<file path="config.mk">
export PLATFORM = sky130hd
export DESIGN_NAME = irg_gather
export DESIGN_NICKNAME = d
export VERILOG_FILES = /design/src/irg_pkg.sv /design/src/irg_flag_bank.sv /design/src/irg_ext_sense.sv /design/src/irg_gather.sv
export SDC_FILE = /design/constraint.sdc
export NUM_CORES = 1
export LEC_CHECK = 0
export BUFFER_PORTS_ARGS = -buffer_cell sky130_fd_sc_hd__buf_4
export CAP_MARGIN = 20
export CORE_AREA = 2 2 105 107
export DETAILED_ROUTE_END_ITERATION = 8
export DIE_AREA = 0 0 107 109
export PLACE_DENSITY = 0.77
export REMOVE_ABC_BUFFERS = 1
export SYNTH_ARGS = -nofsm -noshare
export SYNTH_HDL_FRONTEND = slang
export SYNTH_SLANG_ARGS = --single-unit
</file>
<file path="constraint.sdc">
create_clock -name clock -period 2.2 [get_ports clock]
set_clock_uncertainty 0.05 [all_clocks]
set_input_delay 0.66 -clock clock [delete_from_list [all_inputs] [get_ports clock]]
set_output_delay 0.66 -clock clock [all_outputs]
set_load 0.01 [all_outputs]
</file>
<file path="src/irg_pkg.sv">
// Constants shared by the interrupt request gathering block.
package irg_pkg;

	// Sizes of the source and flag sets.
	localparam int SRC_COUNT = 24;
	localparam int SRC_W = 5;
	localparam int FLAG_COUNT = 51;
	localparam int EXT_COUNT = 4;
	localparam int SYNC_STAGES = 3;

	// Widths of the flag groups that are ORed into one source.
	localparam int TIMER_GRP = 3;
	localparam int UART_GRP = 2;
	localparam int ADC_GRP = 3;
	localparam int PCA_GRP = 9;
	localparam int SYS_GRP = 10;
	localparam int DMA_GRP = 3;

	// Source numbers as the vectoring logic presents them.
	localparam logic [SRC_W-1:0] SRC_EXT0 = 5'h00;
	localparam logic [SRC_W-1:0] SRC_T0 = 5'h01;
	localparam logic [SRC_W-1:0] SRC_EXT1 = 5'h02;
	localparam logic [SRC_W-1:0] SRC_T1 = 5'h03;
	localparam logic [SRC_W-1:0] SRC_UART0 = 5'h04;
	localparam logic [SRC_W-1:0] SRC_T2 = 5'h05;
	localparam logic [SRC_W-1:0] SRC_EXT2 = 5'h06;
	localparam logic [SRC_W-1:0] SRC_SPI = 5'h07;
	localparam logic [SRC_W-1:0] SRC_ADC = 5'h08;
	localparam logic [SRC_W-1:0] SRC_PCA = 5'h09;
	localparam logic [SRC_W-1:0] SRC_SYSTEM = 5'h0a;
	localparam logic [SRC_W-1:0] SRC_KEYPAD = 5'h0b;
	localparam logic [SRC_W-1:0] SRC_TWI0 = 5'h0c;
	localparam logic [SRC_W-1:0] SRC_CMP0 = 5'h0d;
	localparam logic [SRC_W-1:0] SRC_UART1 = 5'h0e;
	localparam logic [SRC_W-1:0] SRC_EXT3 = 5'h0f;
	localparam logic [SRC_W-1:0] SRC_T3 = 5'h10;
	localparam logic [SRC_W-1:0] SRC_CMP1 = 5'h11;
	localparam logic [SRC_W-1:0] SRC_DMA = 5'h12;
	localparam logic [SRC_W-1:0] SRC_CMP2 = 5'h13;
	localparam logic [SRC_W-1:0] SRC_UART2 = 5'h14;
	localparam logic [SRC_W-1:0] SRC_T4 = 5'h15;
	localparam logic [SRC_W-1:0] SRC_UART3 = 5'h16;
	localparam logic [SRC_W-1:0] SRC_TWI1 = 5'h17;

	// Positions of the peripheral flags in the flag vector.
	localparam int IDX_T0_OVF = 0;
	localparam int IDX_T1_OVF = 1;
	localparam int IDX_U0_RX = 2;
	localparam int IDX_U0_TX = 3;
	localparam int IDX_T2_OVF = 4;
	localparam int IDX_T2_LOW = 6;
	localparam int IDX_SPI_DONE = 7;
	localparam int IDX_ADC_DONE = 8;
	localparam int IDX_PCA_OVF = 11;
	localparam int IDX_SYS_BASE = 20;
	localparam int IDX_KEYPAD = 30;
	localparam int IDX_TWI0 = 31;
	localparam int IDX_CMP0 = 32;
	localparam int IDX_U1_RX = 33;
	localparam int IDX_T3_OVF = 35;
	localparam int IDX_T3_LOW = 37;
	localparam int IDX_CMP1 = 38;
	localparam int IDX_DMA_DONE = 39;
	localparam int IDX_CMP2 = 42;
	localparam int IDX_U2_RX = 43;
	localparam int IDX_T4_OVF = 45;
	localparam int IDX_T4_LOW = 47;
	localparam int IDX_U3_RX = 48;
	localparam int IDX_TWI1 = 50;

	// Reset values.
	localparam logic [FLAG_COUNT-1:0] FLAG_RESET = '0;
	localparam logic [SRC_COUNT-1:0] SAMPLE_RESET = '0;
	localparam logic PIN_IDLE = 1'b1;

endpackage

</file>
<file path="src/irg_flag_bank.sv">
// Bank of sticky request flags with hardware set, software write and vector clear.
`timescale 1ns/1ps
module irg_flag_bank
	import irg_pkg::*;
#(
	parameter int WIDTH = FLAG_COUNT
) (
	// Clock and reset.
	input wire logic clock,
	input wire logic resetn,
	// Flag controls.
	input wire logic [WIDTH-1:0] hw_set,
	input wire logic [WIDTH-1:0] sw_write_en,
	input wire logic [WIDTH-1:0] sw_write_value,
	input wire logic [WIDTH-1:0] hw_clear,
	// Flag state.
	output logic [WIDTH-1:0] flags
);

	logic [WIDTH-1:0] flags_r;
	logic [WIDTH-1:0] flags_nxt;

	// A bank needs at least one flag.
	if (WIDTH < 1) begin : g_bad_width
		$error("irg_flag_bank needs WIDTH of at least one");
	end

	// Hardware set beats both a software clear and a vector clear.
	always_comb begin
		flags_nxt = hw_set | (sw_write_en & sw_write_value) |
			(~sw_write_en & flags_r & ~hw_clear); // see RULE19 see RULE22
	end

	// Flag storage.
	always_ff @(posedge clock) begin
		if (!resetn) begin
			flags_r <= FLAG_RESET[WIDTH-1:0];
		end else begin
			flags_r <= flags_nxt;
		end
	end

	assign flags = flags_r;
endmodule

</file>
<file path="src/irg_ext_sense.sv">
// Sense logic and request flag for one external interrupt input.
`timescale 1ns/1ps
module irg_ext_sense
	import irg_pkg::*;
(
	// Clock and reset.
	input wire logic clock,
	input wire logic resetn,
	// Pin and configuration.
	input wire logic pin_level,
	input wire logic type_edge,
	input wire logic polarity_high,
	// Software access and vectoring.
	input wire logic sw_write_en,
	input wire logic sw_write_value,
	input wire logic vector_clear,
	// Request flag.
	output logic request_flag
);

	logic [SYNC_STAGES-1:0] sync_r;
	logic [SYNC_STAGES-1:0] sync_nxt;
	logic filt_r;
	logic filt_nxt;
	logic active_r;
	logic active;
	logic edge_seen;
	logic flag_r;
	logic flag_nxt;

	// Pin synchroniser, settled value and sense decode.
	always_comb begin
		sync_nxt = {sync_r[SYNC_STAGES-2:0], pin_level};
		filt_nxt = (sync_r[1] == sync_r[2]) ? sync_r[2] : filt_r;
		active = polarity_high ? filt_r : ~filt_r; // see RULE21
		edge_seen = active & ~active_r;
		if (type_edge) begin
			flag_nxt = edge_seen | (sw_write_en ? sw_write_value : (flag_r & ~vector_clear)); // see RULE1 see RULE2
		end else begin
			flag_nxt = active | (sw_write_en & sw_write_value); // see RULE1 see RULE3
		end
	end

	// Registers of the sense path.
	always_ff @(posedge clock) begin
		if (!resetn) begin
			sync_r <= {SYNC_STAGES{PIN_IDLE}};
			filt_r <= PIN_IDLE;
			active_r <= 1'b1; // No false edge at release when the polarity bit is high.
			flag_r <= 1'b0;
		end else begin
			sync_r <= sync_nxt;
			filt_r <= filt_nxt;
			active_r <= active;
			flag_r <= flag_nxt;
		end
	end

	assign request_flag = flag_r;
endmodule

</file>
<file path="src/irg_gather.sv">
// Interrupt request gathering: per-source requests from peripheral and pin flags.
//
// Operation
// RULE1: Each external input is level or edge sensed by its own type bit.
// RULE2: Edge-sensed external flags clear when their source is vectored to.
// RULE3: Level-sensed external flags follow the input level, no vector clear.
// RULE4: DMA request is OR of completion and two DMA timer flags, kept.
// RULE5: Timer 0 and 1 overflow flags request and clear on vectoring.
// RULE6: Serial port 0 request is OR of receive and transmit, both kept.
// RULE7: Serial ports 1 to 3 request from their receive and transmit flags.
// RULE8: Timer 2 ORs overflow, external and split-mode low-byte flags, kept.
// RULE9: Timers 3 and 4 behave as timer 2.
// RULE10: SPI done flag sets on transfer end and stays until software clears.
// RULE11: ADC request ORs done, window and sampling flags, none auto-cleared.
// RULE12: Counter array ORs base overflow and eight module flags, kept.
// RULE13: System request ORs ten system flags and optionally UART0 transmit.
// RULE14: UART0 transmit feeds the system request only while routing enabled.
// RULE15: System flags are set by their own monitors and detectors.
// RULE16: Keypad flag sets on pattern match and is kept on vectoring.
// RULE17: Each two-wire unit flag sets on a new bus state, kept.
// RULE18: Comparator flags set on selected rising, falling or both edges.
// RULE19: Software writes set or clear any flag like hardware would.
// RULE20: Flags are sampled every cycle and polled on the next cycle.
// RULE21: Polarity bit turns low or falling sense into high or rising.
// RULE22: Kept flags stay set until software or their source clears them.
`timescale 1ns/1ps
module irg_gather
	import irg_pkg::*;
(
	// Clock and reset.
	input wire logic clock,
	input wire logic resetn,
	// External interrupt pins, active low unless polarity is high.
	input wire logic ext0_pin_n,
	input wire logic ext1_pin_n,
	input wire logic ext2_pin_n,
	input wire logic ext3_pin_n,
	// External interrupt type bits, high for edge sense.
	input wire logic ext0_type_select,
	input wire logic ext1_type_select,
	input wire logic ext2_type_select,
	input wire logic ext3_type_select,
	// External interrupt polarity bits.
	input wire logic ext0_polarity_high,
	input wire logic ext1_polarity_high,
	input wire logic ext2_polarity_high,
	input wire logic ext3_polarity_high,
	// Software writes of the external flags.
	input wire logic [EXT_COUNT-1:0] ext_write_en,
	input wire logic [EXT_COUNT-1:0] ext_write_value,
	// Peripheral set pulses for the flag vector.
	input wire logic [FLAG_COUNT-1:0] flag_set_event,
	// Split mode of timers 2, 3 and 4.
	input wire logic timer2_split_mode,
	input wire logic timer3_split_mode,
	input wire logic timer4_split_mode,
	// Comparator outputs and their edge selects.
	input wire logic comparator0_output,
	input wire logic comparator1_output,
	input wire logic comparator2_output,
	input wire logic [1:0] comparator0_edge_select,
	input wire logic [1:0] comparator1_edge_select,
	input wire logic [1:0] comparator2_edge_select,
	// Routing of the UART0 transmit flag to the system source.
	input wire logic tx_to_system_route_enable,
	// Software writes of the flag vector.
	input wire logic [FLAG_COUNT-1:0] flag_write_en,
	input wire logic [FLAG_COUNT-1:0] flag_write_value,
	// Vectoring from the core.
	input wire logic vector_take,
	input wire logic [SRC_W-1:0] vector_source,
	// External request flags.
	output logic ext0_request_flag,
	output logic ext1_request_flag,
	output logic ext2_request_flag,
	output logic ext3_request_flag,
	// Flag readback, sampled requests and the polling view.
	output logic [FLAG_COUNT-1:0] flag_state,
	output logic [SRC_COUNT-1:0] source_request,
	output logic poll_pending
);

	logic [EXT_COUNT-1:0] ext_pin;
	logic [EXT_COUNT-1:0] ext_type;
	logic [EXT_COUNT-1:0] ext_pol;
	logic [EXT_COUNT-1:0] ext_vclr;
	logic [EXT_COUNT-1:0] ext_flag;
	logic [FLAG_COUNT-1:0] hw_set;
	logic [FLAG_COUNT-1:0] hw_clear;
	logic [2:0] cmp_now;
	logic [2:0] cmp_prev_r;
	logic [2:0] cmp_prev_nxt;
	logic [SRC_COUNT-1:0] req_now;
	logic [SRC_COUNT-1:0] sample_r;
	logic [SRC_COUNT-1:0] sample_nxt;
	logic sys_tx;

	// True when the core vectors to the given source.
	function automatic logic vec_hit(input logic take, input logic [SRC_W-1:0] src,
		input logic [SRC_W-1:0] who);
		return take && (src == who);
	endfunction

	// Edge detect with bit 0 selecting rising and bit 1 selecting falling.
	function automatic logic cmp_edge(input logic [1:0] sel, input logic now, input logic prev);
		return (sel[0] & now & ~prev) | (sel[1] & ~now & prev);
	endfunction

	// Gather the external pins and their settings.
	assign ext_pin = {ext3_pin_n, ext2_pin_n, ext1_pin_n, ext0_pin_n};
	assign ext_type = {ext3_type_select, ext2_type_select, ext1_type_select, ext0_type_select};
	assign ext_pol = {ext3_polarity_high, ext2_polarity_high, ext1_polarity_high,
		ext0_polarity_high};

	// Vector clear only reaches the edge flag of the vectored source.
	always_comb begin
		ext_vclr[0] = vec_hit(vector_take, vector_source, SRC_EXT0); // see RULE2
		ext_vclr[1] = vec_hit(vector_take, vector_source, SRC_EXT1); // see RULE2
		ext_vclr[2] = vec_hit(vector_take, vector_source, SRC_EXT2); // see RULE2
		ext_vclr[3] = vec_hit(vector_take, vector_source, SRC_EXT3); // see RULE2
	end

	// One sense unit per external input.
	for (genvar i = 0; i < EXT_COUNT; i++) begin : g_ext
		irg_ext_sense u_sense (
			.clock(clock),
			.resetn(resetn),
			.pin_level(ext_pin[i]),
			.type_edge(ext_type[i]),
			.polarity_high(ext_pol[i]),
			.sw_write_en(ext_write_en[i]),
			.sw_write_value(ext_write_value[i]),
			.vector_clear(ext_vclr[i]),
			.request_flag(ext_flag[i])
		);
	end

	assign ext0_request_flag = ext_flag[0];
	assign ext1_request_flag = ext_flag[1];
	assign ext2_request_flag = ext_flag[2];
	assign ext3_request_flag = ext_flag[3];

	// Comparator outputs come from logic on this clock and need no synchroniser.
	assign cmp_now = {comparator2_output, comparator1_output, comparator0_output};

	// Previous comparator levels for edge detection.
	always_comb begin
		cmp_prev_nxt = cmp_now;
	end

	// Reset loads the live levels, so a comparator that is already high
	// gives no false rising edge when reset is released.
	always_ff @(posedge clock) begin
		if (!resetn) begin
			cmp_prev_r <= cmp_prev_nxt;
		end else begin
			cmp_prev_r <= cmp_prev_nxt;
		end
	end

	// Hardware set terms; most come straight from the peripherals.
	always_comb begin
		hw_set = flag_set_event; // see RULE10 see RULE15 see RULE16 see RULE17
		hw_set[IDX_T2_LOW] = flag_set_event[IDX_T2_LOW] & timer2_split_mode; // see RULE8
		hw_set[IDX_T3_LOW] = flag_set_event[IDX_T3_LOW] & timer3_split_mode; // see RULE9
		hw_set[IDX_T4_LOW] = flag_set_event[IDX_T4_LOW] & timer4_split_mode; // see RULE9
		hw_set[IDX_CMP0] = cmp_edge(comparator0_edge_select, cmp_now[0], cmp_prev_r[0]); // see RULE18
		hw_set[IDX_CMP1] = cmp_edge(comparator1_edge_select, cmp_now[1], cmp_prev_r[1]); // see RULE18
		hw_set[IDX_CMP2] = cmp_edge(comparator2_edge_select, cmp_now[2], cmp_prev_r[2]); // see RULE18
	end

	// Only the timer 0 and timer 1 overflow flags clear on vectoring.
	always_comb begin
		hw_clear = '0; // see RULE4 see RULE6 see RULE7 see RULE11 see RULE12 see RULE13
		hw_clear[IDX_T0_OVF] = vec_hit(vector_take, vector_source, SRC_T0); // see RULE5
		hw_clear[IDX_T1_OVF] = vec_hit(vector_take, vector_source, SRC_T1); // see RULE5
	end

	// Storage for every peripheral flag.
	irg_flag_bank #(
		.WIDTH(FLAG_COUNT)
	) u_bank (
		.clock(clock),
		.resetn(resetn),
		.hw_set(hw_set),
		.sw_write_en(flag_write_en),
		.sw_write_value(flag_write_value),
		.hw_clear(hw_clear),
		.flags(flag_state)
	);

	// The transmit flag joins the system source only while routed.
	assign sys_tx = flag_state[IDX_U0_TX] & tx_to_system_route_enable; // see RULE14

	// Per-source request terms.
	always_comb begin
		req_now = '0;
		req_now[SRC_EXT0] = ext_flag[0];
		req_now[SRC_T0] = flag_state[IDX_T0_OVF]; // see RULE5
		req_now[SRC_EXT1] = ext_flag[1];
		req_now[SRC_T1] = flag_state[IDX_T1_OVF]; // see RULE5
		req_now[SRC_UART0] = |flag_state[IDX_U0_RX +: UART_GRP]; // see RULE6
		req_now[SRC_T2] = |flag_state[IDX_T2_OVF +: TIMER_GRP]; // see RULE8
		req_now[SRC_EXT2] = ext_flag[2];
		req_now[SRC_SPI] = flag_state[IDX_SPI_DONE]; // see RULE10
		req_now[SRC_ADC] = |flag_state[IDX_ADC_DONE +: ADC_GRP]; // see RULE11
		req_now[SRC_PCA] = |flag_state[IDX_PCA_OVF +: PCA_GRP]; // see RULE12
		req_now[SRC_SYSTEM] = (|flag_state[IDX_SYS_BASE +: SYS_GRP]) | sys_tx; // see RULE13
		req_now[SRC_KEYPAD] = flag_state[IDX_KEYPAD]; // see RULE16
		req_now[SRC_TWI0] = flag_state[IDX_TWI0]; // see RULE17
		req_now[SRC_CMP0] = flag_state[IDX_CMP0]; // see RULE18
		req_now[SRC_UART1] = |flag_state[IDX_U1_RX +: UART_GRP]; // see RULE7
		req_now[SRC_EXT3] = ext_flag[3];
		req_now[SRC_T3] = |flag_state[IDX_T3_OVF +: TIMER_GRP]; // see RULE9
		req_now[SRC_CMP1] = flag_state[IDX_CMP1]; // see RULE18
		req_now[SRC_DMA] = |flag_state[IDX_DMA_DONE +: DMA_GRP]; // see RULE4
		req_now[SRC_CMP2] = flag_state[IDX_CMP2]; // see RULE18
		req_now[SRC_UART2] = |flag_state[IDX_U2_RX +: UART_GRP]; // see RULE7
		req_now[SRC_T4] = |flag_state[IDX_T4_OVF +: TIMER_GRP]; // see RULE9
		req_now[SRC_UART3] = |flag_state[IDX_U3_RX +: UART_GRP]; // see RULE7
		req_now[SRC_TWI1] = flag_state[IDX_TWI1]; // see RULE17
	end

	// Sample every cycle; the core polls the sample in the next cycle.
	always_comb begin
		sample_nxt = req_now; // see RULE20
	end

	// Sample register that the core polls; it holds no request during reset.
	always_ff @(posedge clock) begin
		if (!resetn) begin
			sample_r <= SAMPLE_RESET;
		end else begin
			sample_r <= sample_nxt;
		end
	end

	// The sampled requests and their OR, which the core reads in its polling cycle.
	assign source_request = sample_r;
	assign poll_pending = |sample_r; // see RULE20
endmodule

</file>
# Yosys cells after proc, flatten, opt, wreduce, memory -nomap -nowiden
# Index checks and enable logic that the tools add are counted.
dict set report classes {
  n_mux 12
  n_bitwise 65
  reduce_logical 19
  eq_ne 9
}
# operator n
set ops {}
lappend ops {{$and 51x51->51} 3}
lappend ops {{$or 51x51->51} 2}
lappend ops {{$not 2->51} 1}
lappend ops {{$not 51->51} 1}
lappend ops {{$and 1x1->1} 28}
lappend ops {{$reduce_or 24->1} 1}
lappend ops {{$not 1->1} 18}
lappend ops {{$reduce_or 3->1} 5}
lappend ops {{$mux 1} 12}
lappend ops {{$or 1x1->1} 12}
lappend ops {{$eq 5x2->1 const B} 2}
lappend ops {{$reduce_or 10->1} 1}
lappend ops {{$reduce_or 9->1} 1}
lappend ops {{$reduce_or 2->1} 4}
lappend ops {{$logic_and 1x1->1} 6}
lappend ops {{$eq 5x1->1 const B} 1}
lappend ops {{$eq 5x3->1 const B} 1}
lappend ops {{$eq 5x4->1 const B} 1}
lappend ops {{$logic_not 5->1} 1}
lappend ops {{$eq 1x1->1} 4}
dict set report totals {
  word_cells 124
  out_inout_bits 80
  input_bits 194
  ff_bits 102
}

# Depth between registers and ports, before layout
dict set report depth {
  depth_word 7
  ltp_mapped 4
  ltp_nobuf 3
}

# By module
# Synthesis repeated with hierarchy kept, for this count alone.
dict set report unflattened {
  hier_cells 386
  area_unflattened_um2 3846.2
}
# module n_inst seq_area_each_um2 area_per_inst_um2 cells_per_inst
set modules_own_cells {}
lappend modules_own_cells {irg_flag_bank 1 1021.0 2130.8 209}
lappend modules_own_cells {irg_gather 1 540.5 939.7 101}
lappend modules_own_cells {irg_ext_sense 4 120.1 193.9 19}

# Worst setup path after synthesis
# No wires, ideal clock.
dict set report synth_path {
  path_kind {input to register}
  start {in vector_source[3]}
  end {reg u_bank.flags_r[0] (netlist: u_bank.flags[0])}
  path_stages 3
  setup_time_ns 0.132
  setup_slack_ns 0.525
  arrival_time_ns 1.493
  path_buffers 0
  required_time_ns 2.018
  path_cell_list {or4b_4 o311ai_2 a21oi_1}
}
dict set report synth_between {
  elab_chain_cells 5
}
# element line
set synth_lines {}
lappend synth_lines {{start, declared} irg_gather.sv:71} ;# input wire logic [SRC_W-1:0] vector_source,
lappend synth_lines {{$eq 5x1->1} irg_gather.sv:101} ;# return take && (src == who);
lappend synth_lines {{$logic_and 1x1->1} irg_gather.sv:101}
lappend synth_lines {{$not 2->51} irg_flag_bank.sv:31} ;# (~sw_write_en & flags_r & ~hw_clear);
lappend synth_lines {{$and 51x51->51} irg_flag_bank.sv:31}
lappend synth_lines {{$or 51x51->51} irg_flag_bank.sv:30} ;# flags_nxt = hw_set | (sw_write_en & sw_write_value) |
lappend synth_lines {{end signal, assigned} irg_flag_bank.sv:37} ;# flags_r <= FLAG_RESET[WIDTH-1:0];
lappend synth_lines {{end signal, assigned} irg_flag_bank.sv:39} ;# flags_r <= flags_nxt;
lappend synth_lines {{end, declared} irg_flag_bank.sv:20} ;# logic [WIDTH-1:0] flags_r;
# Every way passes these cells.
# A chain may end at the register's enable or synchronous reset.

# Worst setup path in the final report
dict set report layout_path {
  start {reg sample_r[19] (netlist: source_request[19])}
  end {out poll_pending}
}
dict set report layout_between {
  elab_chain_cells 1
}
# element line
set layout_lines {}
lappend layout_lines {{start, declared} irg_gather.sv:94} ;# logic [SRC_COUNT-1:0] sample_r;
lappend layout_lines {{start signal, assigned} irg_gather.sv:234} ;# sample_r <= sample_nxt;
lappend layout_lines {{$reduce_or 24->1} irg_gather.sv:240} ;# assign poll_pending = |sample_r;
lappend layout_lines {{end, declared} irg_gather.sv:80} ;# output logic poll_pending
# Every way passes these cells.

==> reports/metrics.sh <==
OUTCOME='completed'
R2R_START='g_ext[0].u_sense.filt_r'
CRIT_PATH_MAX_INCR_DELAY_NS=0.34
TIMING.CRITICAL_PATH.CELLS='nor4_4 > and4_4 > nand3_2 > buf_6'
ROUTE.LAYER.MET1.WL_MM=4.40
CLOCK_POWER_SHARE=0.296
POWER_DENSITY_mW_PER_MM2=655
TOTALWIRELENGTH_MM=11.2
MAX_SLEW_MARGIN=0.706
GP_ROUTABILITY_CONGESTION=0.853
MIN_PATH_TYPE='flip-flop to flip-flop'
YS_FF_LATCH=102
CRITICAL_PATH_BUF_INV_COUNT=1
CLOCK-SINKS=102
CORE_AREA_MM2=0.0106
FINAL.PERIOD_UTILIZATION=0.978
MAX_CLOCK_BUF_DEPTH=2
INITIAL_ANTENNA_VIOLATION_COUNT=0
TIMING.RR.END='g_ext[0].u_sense.request_flag'
STARTPOINT_KIND_OF_THE_WORST_SETUP_TIMING_PATH='flip-flop'
PORTBUFFERS=270
TOTAL_GRT_OVERFLOW=0
POST_SYNTH_INSTANCE_AREA_MM2=0.00371
IR_WORST_VDD_mV=0.381
SYNTH_LARGEST_TYPE_AREA_FRACTION=0.550
END_KIND='output pin'
TIMING.HOLD.WORST.START='g_ext[2].u_sense.sync_r[0]'
NUMCTSBUFFERS=9
SYNTH.AREA.TOP_CELLS='sky130_fd_sc_hd__dfxtp_1, sky130_fd_sc_hd__a211oi_1, sky130_fd_sc_hd__nor2b_1, sky130_fd_sc_hd__nor2_1, sky130_fd_sc_hd__and2_1'
TOP_LEVEL_PORTS=274
SW_FRAC_OF_TOTAL=0.254
TIMING.FINAL.MAX_SLEW_VIOLATIONS=0
FINAL_NET_COUNT=846
WIRE_PER_INST_UM=14.0
ARRIVAL_WORST_ENDPOINT_NS=1.44
SYNTHESIS.YOSYS.WARNINGS=0
NUM-FILL-CELLS=929
SLEW_WORST_PIN_NS=0.436
LARGEST_NET_DEGREE_AT_THE_START_OF_GLOBAL_ROUTING=39
DR.PASS1.ITERS=4
MAXCLOCKFREQUENCY_MHz=465
CELL_COUNT_AFTER_SYNTHESIS=387
POWER_FRAC_COMB=0.187
WORST_HOLD_SLACK_NS=0.363
SYN-MEAN-INSTANCE-AREA_UM2=9.59
WHS_PATH_DEPTH=1
YS_SEQ_AREA_FRAC=0.550
CLOCK_TREE_FROM_TRITONCTS='built'
CLK_PIN_SLEW_WORST_PATHS_NS=0.10
DIODES=0
MULTI_INPUT_COMB_AREA_MM2=0.00160
NETSWITCHINGPOWER_uW=1010
DP.FINAL_HPWL_MM=9.21
R2R_CELLS=3
DETAIL_ROUTE.ITER0.VIOLATIONS=115
DRV.MAX_CAP_VIOLATION_COUNT=0
HIGHEST_LAYER='met4'
REG_POWER_FRAC=0.516
REG2REG_SETUP_SLACK_NS=1.14
FLOORPLAN_DIE_HEIGHT_UM=109
NETLIST-CELL-TYPE-COUNT=31
CLOCK_LATENCY_NS=0.35
PLACE_AREA_MM2=0.00583
CP.REQUIRED_NS=1.49
GRT_SETUP_UNREPAIRED='yes'
POSTLAYOUTCELLAREA_MM2=0.00609
CRIT_FAMILY='simple AND/OR/NAND/NOR gates'
CTS_MAX_LEVEL=3
GRT_FIRST_PASS_WIRELENGTH_MM=16.3
MET2_WIRELENGTH_MM=5.88
CTS-HOLD-FIX-BUFFERS=0
REMAINING_DRC_ERRORS=0
INITIAL_UTILIZATION=0.350
FLOW.AREA_GROWTH_FROM_SYNTHESIS_PCT=64.1
REG_AREA_MM2=0.00205
MET3_LENGTH_UM=733
POWER.LEAKAGE_uW=0.00279
FINISH.UTILIZATION=0.574
DETAIL-ROUTE-ANTENNA-NETS=0
P_INT_uW=2970
FIRST_GLOBAL_VIAS=3493
SHARE_OF_POST_ROUTE_CELLS_WITH_DRIVE_STRENGTH_ABOVE_1=0.458
CTS_ROOT_BUFFER='sky130_fd_sc_hd__clkbuf_8'
SYNTH_TOP_CELL_BY_AREA='sky130_fd_sc_hd__dfxtp_1'
DETAIL_ROUTE.VIAS_PER_CELL=4.63
WHS_ENDPOINT='g_ext[2].u_sense.sync_r[1]'
FINAL.MIN_CLOCK_PERIOD_NS=2.15
DIE_AREA_MM2=0.0117
TIMING.CRITICAL_PATH.FANOUT_MAX=2
VIAS=3687
TIMING.SETUP.CRITICAL_PATH_CLASS='flip-flop to output pin'
NUM_ROWS=38
TIMING.FINAL.SETUP_VIOLATIONS=0
GRT_USE_TOTAL=0.179
TIMING_HOLD_VIOLATIONS_FINAL=0
DIEWIDTH_UM=107
SLOWEST_STAGE='sky130_fd_sc_hd__dfxtp_2'
==> cell usage after synthesis <==
cell / n
sky130_fd_sc_hd__nor4_1: 9
sky130_fd_sc_hd__nand3_1: 3
sky130_fd_sc_hd__a21oi_1: 14
sky130_fd_sc_hd__o311ai_2: 1
sky130_fd_sc_hd__xor2_1: 4
sky130_fd_sc_hd__or4b_4: 1
sky130_fd_sc_hd__nor2_1: 61
sky130_fd_sc_hd__nor2b_1: 44
sky130_fd_sc_hd__o2111ai_1: 1
sky130_fd_sc_hd__and4_1: 1
sky130_fd_sc_hd__nand2b_1: 12
sky130_fd_sc_hd__inv_1: 4
sky130_fd_sc_hd__a2bb2oi_1: 3
sky130_fd_sc_hd__buf_4: 9
sky130_fd_sc_hd__nand3b_1: 3
sky130_fd_sc_hd__clkbuf_1: 4
sky130_fd_sc_hd__a31oi_1: 2
sky130_fd_sc_hd__mux2i_1: 6
sky130_fd_sc_hd__nor3b_1: 1
sky130_fd_sc_hd__dfxtp_1: 102
sky130_fd_sc_hd__o21ai_0: 5
sky130_fd_sc_hd__nand2_1: 15
sky130_fd_sc_hd__a211oi_1: 44
sky130_fd_sc_hd__buf_2: 1
sky130_fd_sc_hd__o22a_1: 3
sky130_fd_sc_hd__and2_1: 16
sky130_fd_sc_hd__nand4b_1: 1
sky130_fd_sc_hd__o22ai_1: 3
sky130_fd_sc_hd__a211o_1: 1
sky130_fd_sc_hd__nor3_1: 8
sky130_fd_sc_hd__buf_1: 5
==> registers in the layout, indices dropped and copies added (netlist names) <==
signal / flops
g_ext.u_sense.request_flag: 4
g_ext.u_sense.filt_r: 4
cmp_prev_r: 3
g_ext.u_sense.active_r: 4
source_request: 24
g_ext.u_sense.sync_r: 12
u_bank.flags: 51
==> routing by layer <==
metal / vias up / global-route usage
met5: - / 0
met4: 0 / 0.0566
met2: 144 / 0.334
li1: 1858 / -
met1: 1670 / 0.201
met3: 15 / 0.0400
==> what timing repair did <==
action / CTS / global route
endpoints found under the setup margin: 1 / 1
endpoints found under the hold margin: 0 / 0
resized for setup: 9 / 3
pin swaps: 3 / 3
setup buffers: 0 / 0
==> layout make-up <==
type / instances / area share
Clock buffer: 9 / 0.0203
Tap cell: 140 / 0.0288
Multi-Input combinational cell: 262 / 0.262
Timing Repair Buffer: 273 / 0.337
Clock inverter: 7 / 0.0127
Sequential cell: 102 / 0.336
Inverter: 4 / 0.00247
==> layout by cell type (no fill, tap or decap), types with 2 or more instances in the layout <==
cell,synthesis,final
sky130_fd_sc_hd__inv_1,4,3
sky130_fd_sc_hd__nand3b_1,3,3
sky130_fd_sc_hd__xor2_1,4,4
sky130_fd_sc_hd__mux2i_1,6,6
sky130_fd_sc_hd__and2_1,16,16
sky130_fd_sc_hd__nand2b_1,12,12
sky130_fd_sc_hd__nor4_2,0,2
sky130_fd_sc_hd__nor4_1,9,5
sky130_fd_sc_hd__clkbuf_8,0,9
sky130_fd_sc_hd__o21ai_0,5,5
sky130_fd_sc_hd__nor2_1,61,61
sky130_fd_sc_hd__nor2b_1,44,44
sky130_fd_sc_hd__a2bb2oi_1,3,3
sky130_fd_sc_hd__dfxtp_1,102,99
sky130_fd_sc_hd__nand2_1,15,15
sky130_fd_sc_hd__a211oi_1,44,44
sky130_fd_sc_hd__buf_4,9,272
sky130_fd_sc_hd__inv_6,0,3
sky130_fd_sc_hd__o22a_1,3,3
sky130_fd_sc_hd__nor4_4,0,2
sky130_fd_sc_hd__a31oi_1,2,2
sky130_fd_sc_hd__o22ai_1,3,3
sky130_fd_sc_hd__nand3_1,3,2
sky130_fd_sc_hd__nor3_1,8,8
sky130_fd_sc_hd__a21oi_1,14,14
sky130_fd_sc_hd__dfxtp_2,0,3
==> power groups by stage <==
stage          logic, µW  clock network, µW  registers (µW)
6_report             746               1180            2060
5_1_grt              807               1300            2070
4_1_cts              754               1220            2060
3_5_place_dp         745                  0            2090
3_3_place_gp         731                  0            2090
2_1_floorplan        187                  0            2130
==> worst max path at each step <==
stage	from	end	cells after the start	slack, ns
2_1_floorplan	resetn	g_ext[3].u_sense.request_flag	3	0.18
3_3_place_gp	source_request[12]	poll_pending	4	0.29
3_5_place_dp	source_request[19]	poll_pending	4	0.29
4_1_cts	source_request[22]	poll_pending	4	-0.04
5_1_grt	source_request[19]	poll_pending	4	-0.05
6_report	source_request[19]	poll_pending	4	0.05
==> cell families after synthesis <==
logic type / share of synthesized area
and+or+nand+nor: 0.245
DFF: 0.550
AOI/OAI and AO/OA: 0.146
buffers and inverters: 0.0327
muxes: 0.0162
xor gates and xnor gates: 0.00944
==> metrics by stage <==
stage / setup TNS [ns] / total power (µW) / setup slack, ns / instances
5_1_grt: -0.0529 / 4180 / -0.0529 / 797
3_3_place_gp: 0 / 2820 / 0.286 / 781
3_5_place_dp: 0 / 2840 / 0.286 / 781
6_report: 0 / 3980 / 0.0484 / 797
2_1_floorplan: 0 / 2310 / 0.181 / 368
4_1_cts: -0.0372 / 4030 / -0.0372 / 797
(Power assumes the default switching activity.)
